==> src/rtl/smsp_consts.vh <==
// constants for the byte-wide serial port
`ifndef SMSP_CONSTS_VH
`define SMSP_CONSTS_VH
`define SMSP_DATA_W       8
`define SMSP_FIFO_DEPTH   16
`define SMSP_FIFO_AW      4
`define SMSP_CNT_W        7
`define SMSP_BITS         4'h8
`define SMSP_DATA_RST     8'h00
`define SMSP_RATE_DIV4    3'h4
`define SMSP_RATE_DIV8    3'h0
`define SMSP_RATE_DIV16   3'h1
`define SMSP_RATE_DIV32   3'h6
`define SMSP_RATE_DIV64   3'h2
`define SMSP_RATE_DIV128  3'h3
`define SMSP_HALF_DIV4    7'h01
`define SMSP_HALF_DIV8    7'h03
`define SMSP_HALF_DIV16   7'h07
`define SMSP_HALF_DIV32   7'h0f
`define SMSP_HALF_DIV64   7'h1f
`define SMSP_HALF_DIV128  7'h3f
`endif

==> src/rtl/smsp_fifo.v <==
// parameterised valid/ready fifo
`timescale 1ns/1ps
module smsp_fifo #(
  parameter WIDTH = 8,
  parameter DEPTH = 16,
  parameter AW    = 4
) (
  input  wire             clk_sys,
  input  wire             rst,
  input  wire             ce,
  input  wire [WIDTH-1:0] in_data,
  input  wire             in_valid,
  output wire             in_ready,
  output wire [WIDTH-1:0] out_data,
  output wire             out_valid,
  input  wire             out_ready
);
  reg [WIDTH-1:0] mem [0:DEPTH-1];
  reg [AW:0]      wr_ff;
  reg [AW:0]      rd_ff;
  wire            full;
  wire            empty;
  assign full      = (wr_ff[AW] != rd_ff[AW]) && (wr_ff[AW-1:0] == rd_ff[AW-1:0]);
  assign empty     = (wr_ff == rd_ff);
  assign in_ready  = ~full;
  assign out_valid = ~empty;
  assign out_data  = mem[rd_ff[AW-1:0]];
  always @(posedge clk_sys) begin
    if (ce && in_valid && !full) begin
      mem[wr_ff[AW-1:0]] <= in_data;
    end
  end
  always @(posedge clk_sys or posedge rst) begin
    if (rst) begin
      wr_ff <= {(AW+1){1'b0}};
      rd_ff <= {(AW+1){1'b0}};
    end else if (ce) begin
      if (in_valid && !full) begin
        wr_ff <= wr_ff + 1'b1;
      end
      if (out_ready && !empty) begin
        rd_ff <= rd_ff + 1'b1;
      end
    end
  end
endmodule // smsp_fifo

==> src/rtl/smsp_port.v <==
// byte-wide serial port, master or slave
`timescale 1ns/1ps
`include "smsp_consts.vh"
module smsp_port (
  input  wire       clk_sys,
  input  wire       rst,
  input  wire       ce,
  input  wire       halt_mode,
  input  wire       cpu_irq_mask,
  input  wire       ctrl_wr,
  input  wire       port_interrupt_enable,
  input  wire       port_enable,
  input  wire       master_select,
  input  wire       clock_polarity,
  input  wire       clock_phase,
  input  wire [2:0] rate_select,
  input  wire       status_rd,
  input  wire       status_wr,
  input  wire       sw_select_management,
  input  wire       sw_select_level,
  input  wire       data_wr,
  input  wire [7:0] data_wdata,
  output reg        data_wr_ready,
  input  wire       data_rd,
  output reg  [7:0] data_rdata,
  output reg        rx_valid,
  output reg        transfer_complete_flag,
  output reg        write_collision_flag,
  output reg        overrun_flag,
  output reg        mode_fault_flag,
  output reg        port_enable_ff,
  output reg        master_select_ff,
  output reg        irq_req,
  output reg        busy,
  input  wire       sck_in,
  output reg        sck_out,
  output reg        sck_oe,
  input  wire       mosi_in,
  output reg        mosi_out,
  output reg        mosi_oe,
  input  wire       miso_in,
  output reg        miso_out,
  output reg        miso_oe,
  input  wire       ss_n_in
);
  // ---------------------------------------------------------------
  // helpers
  // ---------------------------------------------------------------
  function [6:0] half_period;
    input [2:0] rs;
    begin
      case (rs)
        `SMSP_RATE_DIV4:   half_period = `SMSP_HALF_DIV4;
        `SMSP_RATE_DIV8:   half_period = `SMSP_HALF_DIV8;
        `SMSP_RATE_DIV16:  half_period = `SMSP_HALF_DIV16;
        `SMSP_RATE_DIV32:  half_period = `SMSP_HALF_DIV32;
        `SMSP_RATE_DIV64:  half_period = `SMSP_HALF_DIV64;
        `SMSP_RATE_DIV128: half_period = `SMSP_HALF_DIV128;
        default:           half_period = `SMSP_HALF_DIV8;
      endcase
    end
  endfunction

  localparam ST_IDLE = 2'b00;
  localparam ST_LEAD = 2'b01;
  localparam ST_TRAIL = 2'b10;

  // ---------------------------------------------------------------
  // pin synchronisers
  // ---------------------------------------------------------------
  reg [1:0] sck_s1_ff, sck_s2_ff;
  reg       sck_d_ff;
  always @(posedge clk_sys or posedge rst) begin
    if (rst) begin
      sck_s1_ff <= 2'b00;
      sck_s2_ff <= 2'b00;
      sck_d_ff  <= 1'b0;
    end else if (ce) begin
      sck_s1_ff <= {sck_in, mosi_in};
      sck_s2_ff <= sck_s1_ff;
      sck_d_ff  <= sck_s2_ff[1];
    end
  end
  reg [1:0] pin_s1_ff, pin_s2_ff;
  always @(posedge clk_sys or posedge rst) begin
    if (rst) begin
      pin_s1_ff <= 2'b11;
      pin_s2_ff <= 2'b11;
    end else if (ce) begin
      pin_s1_ff <= {ss_n_in, miso_in};
      pin_s2_ff <= pin_s1_ff;
    end
  end
  wire sck_s  = sck_s2_ff[1];
  wire mosi_s = sck_s2_ff[0];
  wire ss_s   = pin_s2_ff[1];
  wire miso_s = pin_s2_ff[0];
  wire ss_int = sw_select_management ? sw_select_level : ss_s;
  // clock edges normalised to polarity: lead leaves idle, trail returns
  wire sck_rise = sck_s & ~sck_d_ff;
  wire sck_fall = ~sck_s & sck_d_ff;
  wire s_lead   = clock_polarity ? sck_fall : sck_rise;
  wire s_trail  = clock_polarity ? sck_rise : sck_fall;

  // ---------------------------------------------------------------
  // state
  // ---------------------------------------------------------------
  wire       run = ce & ~halt_mode;
  reg  [1:0] st_ff;
  reg  [6:0] cnt_ff;
  reg  [3:0] bits_ff;
  reg  [7:0] shift_ff;
  reg        slave_armed_ff;
  reg        csr_seen_ff;
  reg        csr_mode_fault_flag_seen_ff;
  wire       done_byte;
  wire [7:0] rx_byte;

  // receive buffer sits behind a fifo; a full fifo stalls the shifter
  wire       fifo_in_ready;
  wire       fifo_out_valid;
  wire [7:0] fifo_out_data;
  reg        fifo_push;
  reg  [7:0] fifo_push_data;
  smsp_fifo #(
    .WIDTH (`SMSP_DATA_W),
    .DEPTH (`SMSP_FIFO_DEPTH),
    .AW    (`SMSP_FIFO_AW)
  ) u_rxq (
    .clk_sys   (clk_sys),
    .rst       (rst),
    .ce        (run),
    .in_data   (fifo_push_data),
    .in_valid  (fifo_push),
    .in_ready  (fifo_in_ready),
    .out_data  (fifo_out_data),
    .out_valid (fifo_out_valid),
    .out_ready (data_rd)
  );

  wire master = master_select_ff & port_enable_ff;
  wire slave_on = port_enable_ff & ~master_select_ff & ~ss_int;
  wire active = (st_ff != ST_IDLE);
  wire wr_ok  = data_wr & ~(transfer_complete_flag & ~csr_seen_ff);
  wire tick   = (cnt_ff == 7'h00);

  // ---------------------------------------------------------------
  // shifter and clock generator
  // ---------------------------------------------------------------
  always @(posedge clk_sys or posedge rst) begin
    if (rst) begin
      st_ff <= ST_IDLE;
      cnt_ff <= 7'h00;
      bits_ff <= 4'h0;
      shift_ff <= `SMSP_DATA_RST;
      sck_out <= 1'b0;
      mosi_out <= 1'b0;
      miso_out <= 1'b0;
      slave_armed_ff <= 1'b0;
    end else if (run) begin
      if (!active) begin
        sck_out <= clock_polarity;
      end
      if (!port_enable_ff) begin
        st_ff <= ST_IDLE;
        slave_armed_ff <= 1'b0;
      end else if (!active && wr_ok && fifo_in_ready) begin
        shift_ff <= data_wdata;
        bits_ff <= `SMSP_BITS;
        cnt_ff <= half_period(rate_select);
        if (master) begin
          st_ff <= ST_LEAD;
          if (!clock_phase) mosi_out <= data_wdata[7];
        end else begin
          slave_armed_ff <= 1'b1;
          if (!clock_phase) miso_out <= data_wdata[7];
        end
      end else if (master && active && fifo_in_ready) begin
        cnt_ff <= tick ? half_period(rate_select) : cnt_ff - 7'h01;
        if (tick) begin
          sck_out <= ~sck_out;
          if (st_ff == ST_LEAD) begin
            st_ff <= ST_TRAIL;
            if (clock_phase) mosi_out <= shift_ff[7];
            else shift_ff <= {shift_ff[6:0], miso_s};
          end else begin
            bits_ff <= bits_ff - 4'h1;
            if (clock_phase) shift_ff <= {shift_ff[6:0], miso_s};
            st_ff <= (bits_ff == 4'h1) ? ST_IDLE : ST_LEAD;
            if (!clock_phase && bits_ff != 4'h1) mosi_out <= shift_ff[7];
          end
        end
      end else if (!master_select_ff && slave_on && fifo_in_ready) begin
        // slave runs on sampled master clock
        if (!active && (s_lead || s_trail)) begin
          if (!slave_armed_ff) bits_ff <= `SMSP_BITS;
          slave_armed_ff <= 1'b0;
          st_ff <= ST_LEAD;
        end
        if (s_lead) begin
          if (clock_phase) miso_out <= shift_ff[7];
          else shift_ff <= {shift_ff[6:0], mosi_s};
          if (!active && !slave_armed_ff) bits_ff <= `SMSP_BITS;
        end
        if (s_trail && active) begin
          if (clock_phase) shift_ff <= {shift_ff[6:0], mosi_s};
          else miso_out <= shift_ff[7];
          bits_ff <= bits_ff - 4'h1;
          if (bits_ff == 4'h1) st_ff <= ST_IDLE;
        end
      end else if (!slave_on && !master) begin
        st_ff <= ST_IDLE;
      end
    end
  end
  assign done_byte = active && !fifo_in_ready ? 1'b0 :
                     (active && bits_ff == 4'h1 &&
                      (master ? (tick && st_ff == ST_TRAIL) : s_trail));
  // phase 0 captures on the lead edge, so the byte is complete at the last trail
  assign rx_byte = (clock_phase == 1'b0) ? shift_ff :
                   {shift_ff[6:0], master ? miso_s : mosi_s};

  // ---------------------------------------------------------------
  // flags, control and pin enables
  // ---------------------------------------------------------------
  always @(posedge clk_sys or posedge rst) begin
    if (rst) begin
      transfer_complete_flag <= 1'b0;
      write_collision_flag <= 1'b0;
      overrun_flag <= 1'b0;
      mode_fault_flag <= 1'b0;
      port_enable_ff <= 1'b0;
      master_select_ff <= 1'b0;
      csr_seen_ff <= 1'b0;
      csr_mode_fault_flag_seen_ff <= 1'b0;
      irq_req <= 1'b0;
      busy <= 1'b0;
      rx_valid <= 1'b0;
      data_rdata <= `SMSP_DATA_RST;
      fifo_push <= 1'b0;
      fifo_push_data <= `SMSP_DATA_RST;
      sck_oe <= 1'b0;
      mosi_oe <= 1'b0;
      miso_oe <= 1'b0;
      data_wr_ready <= 1'b0;
    end else if (run) begin
      fifo_push <= 1'b0;
      busy <= active;
      rx_valid <= fifo_out_valid;
      data_rdata <= fifo_out_data;
      if (status_rd || status_wr) begin
        csr_seen_ff <= transfer_complete_flag;
      end
      if (status_rd) begin
        csr_mode_fault_flag_seen_ff <= mode_fault_flag;
        overrun_flag <= 1'b0;
        write_collision_flag <= 1'b0;
      end
      if (csr_seen_ff && (data_rd || (!master_select_ff && data_wr))) begin
        transfer_complete_flag <= 1'b0;
        csr_seen_ff <= 1'b0;
      end
      if (data_wr && active) begin
        write_collision_flag <= 1'b1;
      end
      if (done_byte) begin
        transfer_complete_flag <= 1'b1;
        if (transfer_complete_flag && !(csr_seen_ff && data_rd)) begin
          overrun_flag <= 1'b1;
        end else begin
          fifo_push <= 1'b1;
          fifo_push_data <= rx_byte;
        end
      end
      if (ctrl_wr) begin
        if (!mode_fault_flag || csr_mode_fault_flag_seen_ff) begin
          port_enable_ff <= port_enable & ss_int | port_enable & ~master_select;
          master_select_ff <= master_select & ss_int;
          mode_fault_flag <= 1'b0;
          csr_mode_fault_flag_seen_ff <= 1'b0;
        end else begin
          port_enable_ff <= 1'b0;
          master_select_ff <= 1'b0;
        end
      end
      if (master_select_ff && !ss_int) begin
        mode_fault_flag <= 1'b1;
        port_enable_ff <= 1'b0;
        master_select_ff <= 1'b0;
      end
      irq_req <= port_interrupt_enable & ~cpu_irq_mask &
                 (transfer_complete_flag | mode_fault_flag | overrun_flag);
      sck_oe <= master;
      mosi_oe <= master;
      miso_oe <= slave_on;
      data_wr_ready <= fifo_in_ready;
    end
  end
endmodule // smsp_port

==> config.mk <==
export PLATFORM = sky130hd
export DESIGN_NAME = smsp_port
export DESIGN_NICKNAME = d
export VERILOG_FILES = /design/src/rtl/smsp_fifo.v /design/src/rtl/smsp_port.v
export VERILOG_INCLUDE_DIRS = /design/src /design/src/rtl
export SDC_FILE = /design/constraint.sdc
export NUM_CORES = 1
export LEC_CHECK = 0
export BUFFER_PORTS_ARGS = -buffer_cell sky130_fd_sc_hd__buf_2
export CELL_PAD_IN_SITES_DETAIL_PLACEMENT = 0
export CELL_PAD_IN_SITES_GLOBAL_PLACEMENT = 1
export CORE_ASPECT_RATIO = 1.4
export CORE_UTILIZATION = 35
export DETAILED_ROUTE_END_ITERATION = 10
export PLACE_DENSITY = 0.59
export SYNTH_ARGS = -nofsm -noshare
export SYNTH_HDL_FRONTEND = slang
export SYNTH_SLANG_ARGS = --single-unit
==> constraint.sdc <==
create_clock -name clk_sys -period 2.5 [get_ports clk_sys]
set_input_delay 0.375 -clock clk_sys [delete_from_list [all_inputs] [get_ports clk_sys]]
set_output_delay 0.375 -clock clk_sys [all_outputs]
set_load 0.02 [all_outputs]
# ---- Yosys cells after proc, flatten, opt, wreduce, memory -nomap -nowiden
# Memory sizes are Yosys's and may differ from the RTL's. A register that Yosys moved wholly into a read port is not among the register bits.
# Cells that the tools add are included.
dict set report word_totals {
  memories 1
  input_bits 32
  regBits 67
  latchBits 0
  wordCells 257
  mem_bits_rw 128
  romBits 0
}
dict set report op_classes {
  div 0
  n_mul 0
  n_eq_ne 28
  n_addsub 4
  n_reduce_logical 68
  muxes 96
  n_shift 0
  bitwise_logic 29
  n_lt_le_gt_ge 0
}
# memory words word_bits rd rd_ports_with_merged_regs write_ports line_no
set memory_table {}
lappend memory_table {u_rxq.mem 16 8 1 1 1 smsp_fifo.v:18} ;# reg [WIDTH-1:0] mem [0:DEPTH-1];
# cell n
set op_table {}
lappend op_table {{$mux 8} 12}
lappend op_table {{$mux 1} 59}
lappend op_table {{$mux 4} 10}
lappend op_table {{$pmux 6 s5} 1}
lappend op_table {{$logic_and 1x1->1} 26}
lappend op_table {{$mux 2} 11}
lappend op_table {{$mux 7} 3}
lappend op_table {{$ne 3x3->1 const B} 6}
lappend op_table {{$reduce_bool 2->1} 9}
lappend op_table {{$and 1x1->1} 13}
lappend op_table {{$not 1->1} 13}
lappend op_table {{$reduce_and 2->1} 6}
lappend op_table {{$reduce_and 6->1} 2}
lappend op_table {{$logic_not 1->1} 11}
lappend op_table {{$add 5x1->5 const B} 2}
lappend op_table {{$reduce_and 5->1} 2}
lappend op_table {{$reduce_and 3->1} 3}
lappend op_table {{$ne 2x2->1 const B} 4}
lappend op_table {{$ne 4x4->1 const B} 2}
lappend op_table {{$reduce_and 8->1} 1}
lappend op_table {{$logic_not 7->1} 1}
lappend op_table {{$sub 7x1->7 const B} 1}
lappend op_table {{$eq 3x2->1 const B} 2}
lappend op_table {{$eq 3x3->1 const B} 2}
lappend op_table {{16 further kinds} 23}

# ---- Longest topological paths before layout
# Gate-level depths: netlist of the first run.
dict set report logic_depth {
  word_depth 12
  mapped_depth 9
  mapped_depth_nobuf 8
}

# ---- Modules after synthesis
# A second synthesis of the first run with hierarchy kept.
dict set report unflattened {
  cells_unflattened 664
  hier_area_um2 9316.4
}
# module seq_area_each_um2 n_inst area_each_um2 cells_per_inst
set by_module_without_submodules {}
lappend by_module_without_submodules {smsp_fifo 4093.9 1 5699.2 301}
lappend by_module_without_submodules {smsp_port 1631.6 1 3617.2 363}

# ---- Worst setup path before layout of the first run
# Ideal clock, no wire load.
dict set report synth_timing {
  path_kind {register to register}
  start {reg u_rxq.rd_ff[0]}
  end {mem u_rxq.mem[11][0] (enable)}
  setup_ns 0.332
  slack_ns 0.245
  stages_incl_launch_ff 9
  arrival_ns 1.923
  path_cell_list {dfrtp_1 -> buf_4 -> xnor2_1 -> and4_4 -> buf_6 -> a21oi_4 -> nand2_1 -> nor3b_1 -> and2_1}
}
dict set report synth_between {
  elab_chain_cells 6
}
# item line_no
set synth_lines {}
lappend synth_lines {{from (decl)} smsp_fifo.v:20} ;# reg [AW:0] rd_ff;
lappend synth_lines {{from (signal assigned)} smsp_fifo.v:36} ;# rd_ff <= {(AW+1){1'b0}};
lappend synth_lines {{from (signal assigned)} smsp_fifo.v:42} ;# rd_ff <= rd_ff + 1'b1;
lappend synth_lines {{$eq 4x4->1} smsp_fifo.v:23} ;# assign full = (wr_ff[AW] != rd_ff[AW]) && (wr_ff[AW-1:0] == rd_ff[AW-1:0]);
lappend synth_lines {{$logic_and 1x1->1} smsp_fifo.v:23}
lappend synth_lines {{$logic_not 1->1} smsp_fifo.v:29} ;# if (ce && in_valid && !full) begin
lappend synth_lines {{$logic_and 1x1->1} smsp_fifo.v:29}
lappend synth_lines {{$mux 1} smsp_fifo.v:29}
lappend synth_lines {{$mux 1 (implied by the code)} smsp_fifo.v:30} ;# mem[wr_ff[AW-1:0]] <= in_data;
lappend synth_lines {{to (decl)} smsp_fifo.v:18}
# No other way between the ends.

# ---- Final worst setup path of the first run
dict set report layout_timing {
  start {reg u_rxq.wr_ff[1]}
  end {mem u_rxq.mem[8][6] (enable)}
}
dict set report layout_between {
  elab_chain_cells 6
}
# item line_no
set layout_lines {}
lappend layout_lines {{from (decl)} smsp_fifo.v:19} ;# reg [AW:0] wr_ff;
lappend layout_lines {{from (signal assigned)} smsp_fifo.v:35} ;# wr_ff <= {(AW+1){1'b0}};
lappend layout_lines {{from (signal assigned)} smsp_fifo.v:39} ;# wr_ff <= wr_ff + 1'b1;
lappend layout_lines {{$eq 4x4->1} smsp_fifo.v:23}
lappend layout_lines {{$logic_and 1x1->1} smsp_fifo.v:23}
lappend layout_lines {{$logic_not 1->1} smsp_fifo.v:29}
lappend layout_lines {{$logic_and 1x1->1} smsp_fifo.v:29}
lappend layout_lines {{$mux 1} smsp_fifo.v:29}
lappend layout_lines {{$mux 1 (implied by the code)} smsp_fifo.v:30}
# Parallel ways exist; a longest one is shown, timed or not.

==> results of run 1 <==
## synth_stat cells (all sizes together), types with 5 or more instances
cell / count / area, um^2
nor2: 27 / 109
a22oi: 9 / 67.6
mux4: 40 / 901
nand4: 6 / 37.5
nand3: 15 / 75.1
a21oi: 26 / 141
mux2i: 13 / 130
xnor2: 10 / 87.6
nand2: 57 / 216
inv: 17 / 63.8
o211ai: 5 / 37.5
ha: 11 / 138
buf: 19 / 109
dfrtp: 71 / 1780
and2: 19 / 119
a31oi: 11 / 68.8
clkbuf: 14 / 53.8
edfxtp: 128 / 3840
o2bb2ai: 8 / 70.1
mux2: 13 / 150
nor3: 6 / 30.0
o21ai: 27 / 135
o31ai: 5 / 37.5
## metal layers
layer | routed length [um] | part of all wire (%) | up-vias
li1 | - | - | 2563
met3 | 744 | 3.3 | 33
met2 | 12500 | 55 | 130
met5 | 0 | 0 | -
met1 | 8950 | 39 | 2884
met4 | 595 | 2.6 | 0
## where the power goes
part           leakage (nW)  internal, W  switching, W
sequential             2.30      0.00397      0.000369
clock                 0.326      0.00169       0.00132
combinational          1.60      0.00120       0.00145
## repair_timing
| action | 4_1_cts | 5_1_grt |
|---|---|---|
| endpoints found under the setup margin | 0 | 11 |
| hold endpoints to repair | 25 | 0 |
| hold buffers | 1 | 0 |
| gates resized for setup | 0 | 2 |
| setup buffers | 0 | 1 |
## worst max-delay path by stage
| stage | startpoint | cells after the start | slack, ns | to |
|---|---|---|---|---|
| 4_1_cts | cnt_ff[0] | 8 | 0.12 | shift_ff[4] |
| 6_report | u_rxq.wr_ff[1] | 7 | 0.17 | u_rxq.mem[8][6] |
| 3_5_place_dp | cnt_ff[0] | 8 | 0.12 | shift_ff[4] |
| 5_1_grt | cnt_ff[0] | 8 | 0.004 | shift_ff[7] |
| 3_3_place_gp | cnt_ff[0] | 8 | 0.16 | shift_ff[5] |
| 2_1_floorplan | rst | 1 | 0.22 | bits_ff[0] |
## state kept, by name, summed over array words and instances, names as in the netlist, 4 cells and up
register,flops
bits_ff,4
cnt_ff,7
data_rdata,8
fifo_push_data,8
shift_ff,8
u_rxq.mem,128
u_rxq.rd_ff,5
u_rxq.wr_ff,5
## kinds of logic after synthesis
logic type | Yosys count
AOI/OAI and AO/OA | 122
and+or+nand+nor | 153
buffers and inverters | 50
muxes | 66
DFF | 203
adders and majority gates | 11
xor gates and xnor gates | 14
## final cells by class
type                    instances  area share (%)
flip-flops and latches        203            54.3
multi-input cells             366            28.8
repair buffers                104            6.24
clock buffers                  28            5.62
well taps                     319            3.78
clock inverters                11           0.653
inverters                      17           0.617
## critical path, stage by stage (launching register included)
cell	delay, ns
dfrtp_1	0.44
xnor2_1	0.18
and4_4	0.18
a21oi_4	0.15
nand2_1	0.17
nor3b_1	0.47
and2_1	0.21
buf_4	0.21
## through the flow
step	area, um^2	util, %	cells
after floorplan	8980	-	619
after global placement	9860	39.0	1007
after detailed placement	9860	39.0	1007
after CTS	10500	41.6	1047
after global routing	10500	41.7	1048
final	10500	41.7	1048
==> impl_metrics.json, run 1 <==
{
  "hold_path_end": "sck_s1_ff[0]",
  "r2r_slack_ns": 0.17,
  "fmax_ghz": 0.429,
  "synth-seq-area-share_pct": 63.7,
  "power.density_nw_per_um2": 949,
  "synth_compound_area_share_pct": 9.12,
  "dp_hpwl_um": 16300,
  "holdPathStages": 2,
  "power.total_w": 0.0100,
  "grt_use_met1_pct": 21.3,
  "critPathLaunchType": "flop",
  "rsz0062_at_grt": "false",
  "synthXorXnorAreaFrac_pct": 1.37,
  "crit_fanout": 8,
  "finalNetCount": 757,
  "synth_warnings": 0,
  "hold_viol": 0,
  "worst_slew_pin_slew_ns": 0.644,
  "coreArea_um2": 25300,
  "drive_above_1_share_pct": 28.0,
  "grt_most_used_layer": "met2",
  "final_common_cell": "edfxtp_1",
  "reg2reg_depth": 7,
  "fp.dieH_um": 192,
  "slew_headroom_pct": 57.1,
  "gp_congestion": 0.892,
  "n_fill_cell": 2356,
  "worstSkewPairLatency_ns": 0.51,
  "peakVddDrop_uv": 655,
  "synth_fa_ha_area_share_pct": 1.53,
  "io_pins": 56,
  "overflow": 0,
  "synth_nets": 662,
  "async_flop_share_pct": 36.9,
  "grt_usage_pct": 18.4,
  "synth-simple-area-share_pct": 8.57,
  "fin_crit_sh_pct": 93.2,
  "ys_seq_elements": 203,
  "synth.distinct_cells": 61,
  "grt_pass1_wl_um": 35800,
  "drtIter0Drc": 266,
  "path_class": "reg -> reg",
  "numClockSinks": 203,
  "first_pass_iters": 4,
  "dieWidth_um": 137,
  "fin_ws_ns": 0.170,
  "power_leakage_nw": 4.22,
  "io_buffers": 55,
  "maxCapViolCount": 0,
  "arrival_ns": 2.52,
  "setup_tns_ns": 0,
  "status": "complete, no violations",
  "required_ns": 2.69,
  "cts_buffers": 22,
  "drtAntennaViolNets": 0,
  "initial_utilization_pct": 35.5,
  "worstHoldStart": "mosi_in",
  "syn_to_final_growth_pct": 17.4,
  "synth-edff-count": 128,
  "dr_total_vias": 5610,
  "timing.rr.start": "u_rxq.wr_ff[1]",
  "wl_um": 22800,
  "htree_num_levels": 1,
  "cts_tree": "yes",
  "grt_max_degree": 37,
  "syn_area_um2": 8980,
  "fin_crit_ns": 2.33,
  "worst_setup_path_end_kind": "flop",
  "routed_via_density": 5.35,
  "synth_top_family_by_area": "multiplexers",
  "use_met2_pct": 34.5,
  "hp-class": "in -> reg",
  "dieArea_um2": 26300,
  "cts_buffer_depth": 3,
  "r2r_end": "u_rxq.mem[8][6]",
  "grt_pass1_vias": 5948,
  "fp-row-count": 69,
  "use_met3_pct": 2.63,
  "synth_cells": 619,
  "wire_per_inst_um": 21.7,
  "antenna_found_initial": 0,
  "synthMuxAreaShare_pct": 13.1,
  "dp_slack_ns": 0.118,
  "ff_latch_area_um2": 5730,
  "setup_viol": 0,
  "fin_hold_ws_ns": 0.100,
  "syn_avg_cell_area_um2": 14.5,
  "clock_skew_ns": 0.0204,
  "drc": 0,
  "multiInputGateArea_um2": 3040,
  "antennaDiodeCount": 0,
  "cts.reportedPaths.clkPinSlew_ns": 0.06,
  "synth_flop_cell": "edfxtp_1",
  "final_cell_mix": "edfxtp_1, dfrtp_1, nand2_1",
  "maxSlewViolCount": 0,
  "cts_root_buf": "clkbuf_16"
}
Power figures use the tool's default switching activity.
==> inputs of run 2 (changes only) <==
==> constraint.sdc (replaced) <==
create_clock -name clk_sys -period 2.5 [get_ports clk_sys]
set_input_delay 0.25 -clock clk_sys [delete_from_list [all_inputs] [get_ports clk_sys]]
set_output_delay 0.25 -clock clk_sys [all_outputs]
set_load 0.02 [all_outputs]
==> run 2 against run 1 <==
  * Routed wire length shrank 3.2%
  * Global-route usage shrank 0.67 points
  * Utilization grew 0.59 points
  * Non-clock buffer count grew 2
  * Clock power grew 15%
==> impl_metrics.json, run 2 (synthesis gave the netlist of run 1 again) <==
{
  "drc": 0,
  "ff_latch_area_um2": 5730,
  "pwr-share-clk_pct": 33.0,
  "largest_register_ffs": 128,
  "arrival_ns": 2.78,
  "hold_viol": 0,
  "numClockSinks": 203,
  "initial_utilization_pct": 35.5,
  "multiInputGateArea_um2": 3040,
  "wire_per_inst_um": 21.0,
  "combPwrFrac_pct": 25.4,
  "fp-row-count": 69,
  "cts_buffer_depth": 3,
  "worstSkewPairLatency_ns": 0.50,
  "wl_um": 22100,
  "worst_setup_path_end_kind": "flop",
  "power_frac_seq_pct": 41.5,
  "power.density_nw_per_um2": 976,
  "coreArea_um2": 25300,
  "fp.dieH_um": 192,
  "antenna_found_initial": 0,
  "setup_viol": 0,
  "path_class": "reg -> reg",
  "worst_slew_pin_slew_ns": 0.685,
  "dieArea_um2": 26300,
  "io_buffers": 55,
  "fmax_ghz": 0.423,
  "syn_to_final_growth_pct": 19.1,
  "cts_buffers": 22,
  "io_pins": 56,
  "p_sw_share_pct": 29.7,
  "maxSlewViolCount": 0,
  "p_int_w": 0.00734,
  "clock_skew_ns": 0.0112,
  "cts_tree": "yes",
  "rsz0062_at_grt": "false",
  "cts.reportedPaths.clkPinSlew_ns": 0.06,
  "fin_hold_ws_ns": 0.0228,
  "dr_total_vias": 5607,
  "gp_congestion": 0.906,
  "dieWidth_um": 137,
  "overflow": 0,
  "critPathLaunchType": "flop",
  "fin_crit_ns": 2.36,
  "dp_hpwl_um": 15800,
  "grt_pass1_vias": 5904,
  "dp_cells": 1006,
  "htree_num_levels": 1,
  "power.total_w": 0.0104,
  "fin_crit_sh_pct": 94.5,
  "grt_usage_pct": 17.8,
  "stdcell_area_um2": 10700,
  "grt_max_degree": 41,
  "first_pass_iters": 4,
  "final_common_cell": "edfxtp_1",
  "drtIter0Drc": 299,
  "grt_pass1_wl_um": 34700,
  "routed_via_density": 5.33,
  "slew_headroom_pct": 54.4,
  "required_ns": 2.92,
  "cts_root_buf": "clkbuf_16",
  "maxCapViolCount": 0,
  "n_fill_cell": 2341,
  "final_cell_mix": "edfxtp_1, dfrtp_1, nand2_1",
  "status": "complete, no violations",
  "power_leakage_nw": 4.29,
  "finalNetCount": 759,
  "antennaDiodeCount": 0,
  "drive_above_1_share_pct": 27.9,
  "setup_tns_ns": 0,
  "drtAntennaViolNets": 0,
  "crit_fanout": 7,
  "p_sw_w": 0.00310,
  "hp-class": "in -> reg",
  "final_cells": 1051,
  "peakVddDrop_uv": 502,
  "place_area_um2": 9870
}
==> run 2: layer usage <==
metal | up-vias | track usage, % | wire length, um
met1 | 2877 | 20.2 | 8510
met5 | - | 0 | 0
met2 | 109 | 33.5 | 12200
li1 | 2580 | - | -
met4 | 0 | 5.79 | 642
met3 | 41 | 2.39 | 719
==> run 2: power by group through the flow <==
stage / Sequential [W] / Combinational [W] / Clock (W)
after global routing: 0.00440 / 0.00291 / 0.00366
after global placement: 0.00439 / 0.00266 / 0
after CTS: 0.00434 / 0.00270 / 0.00353
final: 0.00434 / 0.00265 / 0.00345
after detailed placement: 0.00441 / 0.00270 / 0
after floorplan: 0.00441 / 0.00179 / 0
==> run 2: final timing paths <==
path / start / endpoint / slack [ns] / cells past startpoint
worst min register to register: data_rdata[7] / data_rdata[7] / 0.47 / 2
worst max-delay path: cnt_ff[0] / bits_ff[0] / 0.14 / 8
worst min-delay path: port_enable / port_enable_ff / 0.02 / 3
worst max register to register: cnt_ff[0] / bits_ff[0] / 0.14 / 8
min in group asynchronous: rst / slave_armed_ff / 0.38 / 3
max in group asynchronous: rst / pin_s1_ff[0] / 1.39 / 4
==> run 2: area by class of cell <==
type                            count  share of cell area, %
Tap cell                          319                   3.73
Timing Repair Buffer              106                   6.50
Clock inverter                      9                   1.39
Clock buffer                       31                   5.85
Inverter                           17                  0.608
Multi-Input combinational cell    366                   28.4
Sequential cell                   203                   53.5
==> run 2: per-stage QoR <==
stage               worst slack, ns  utilization (%)
floorplan                     0.245                -
global placement              0.173             39.0
detailed placement            0.103             39.0
CTS                          0.0876             42.3
global route               0.000153             42.3
finish                        0.138             42.3
==> run 2: timing repair <==
item / 4_1_cts / 5_1_grt
endpoints found under the hold margin: 39 / 0
hold buffers: 5 / 0
resized for setup: 0 / 1
buffers inserted: 0 / 0
endpoints found under the setup margin: 0 / 8
==> run 2: critical path, cell delays in order (launching register included) <==
cell and delay [ns]:
dfrtp_1 0.40, inv_1 0.10, ha_1 0.13, nor4b_2 0.28, nand2_1 0.15, o311ai_1 0.38
nand4_1 0.33, or3_1 0.42, o21ai_1 0.09
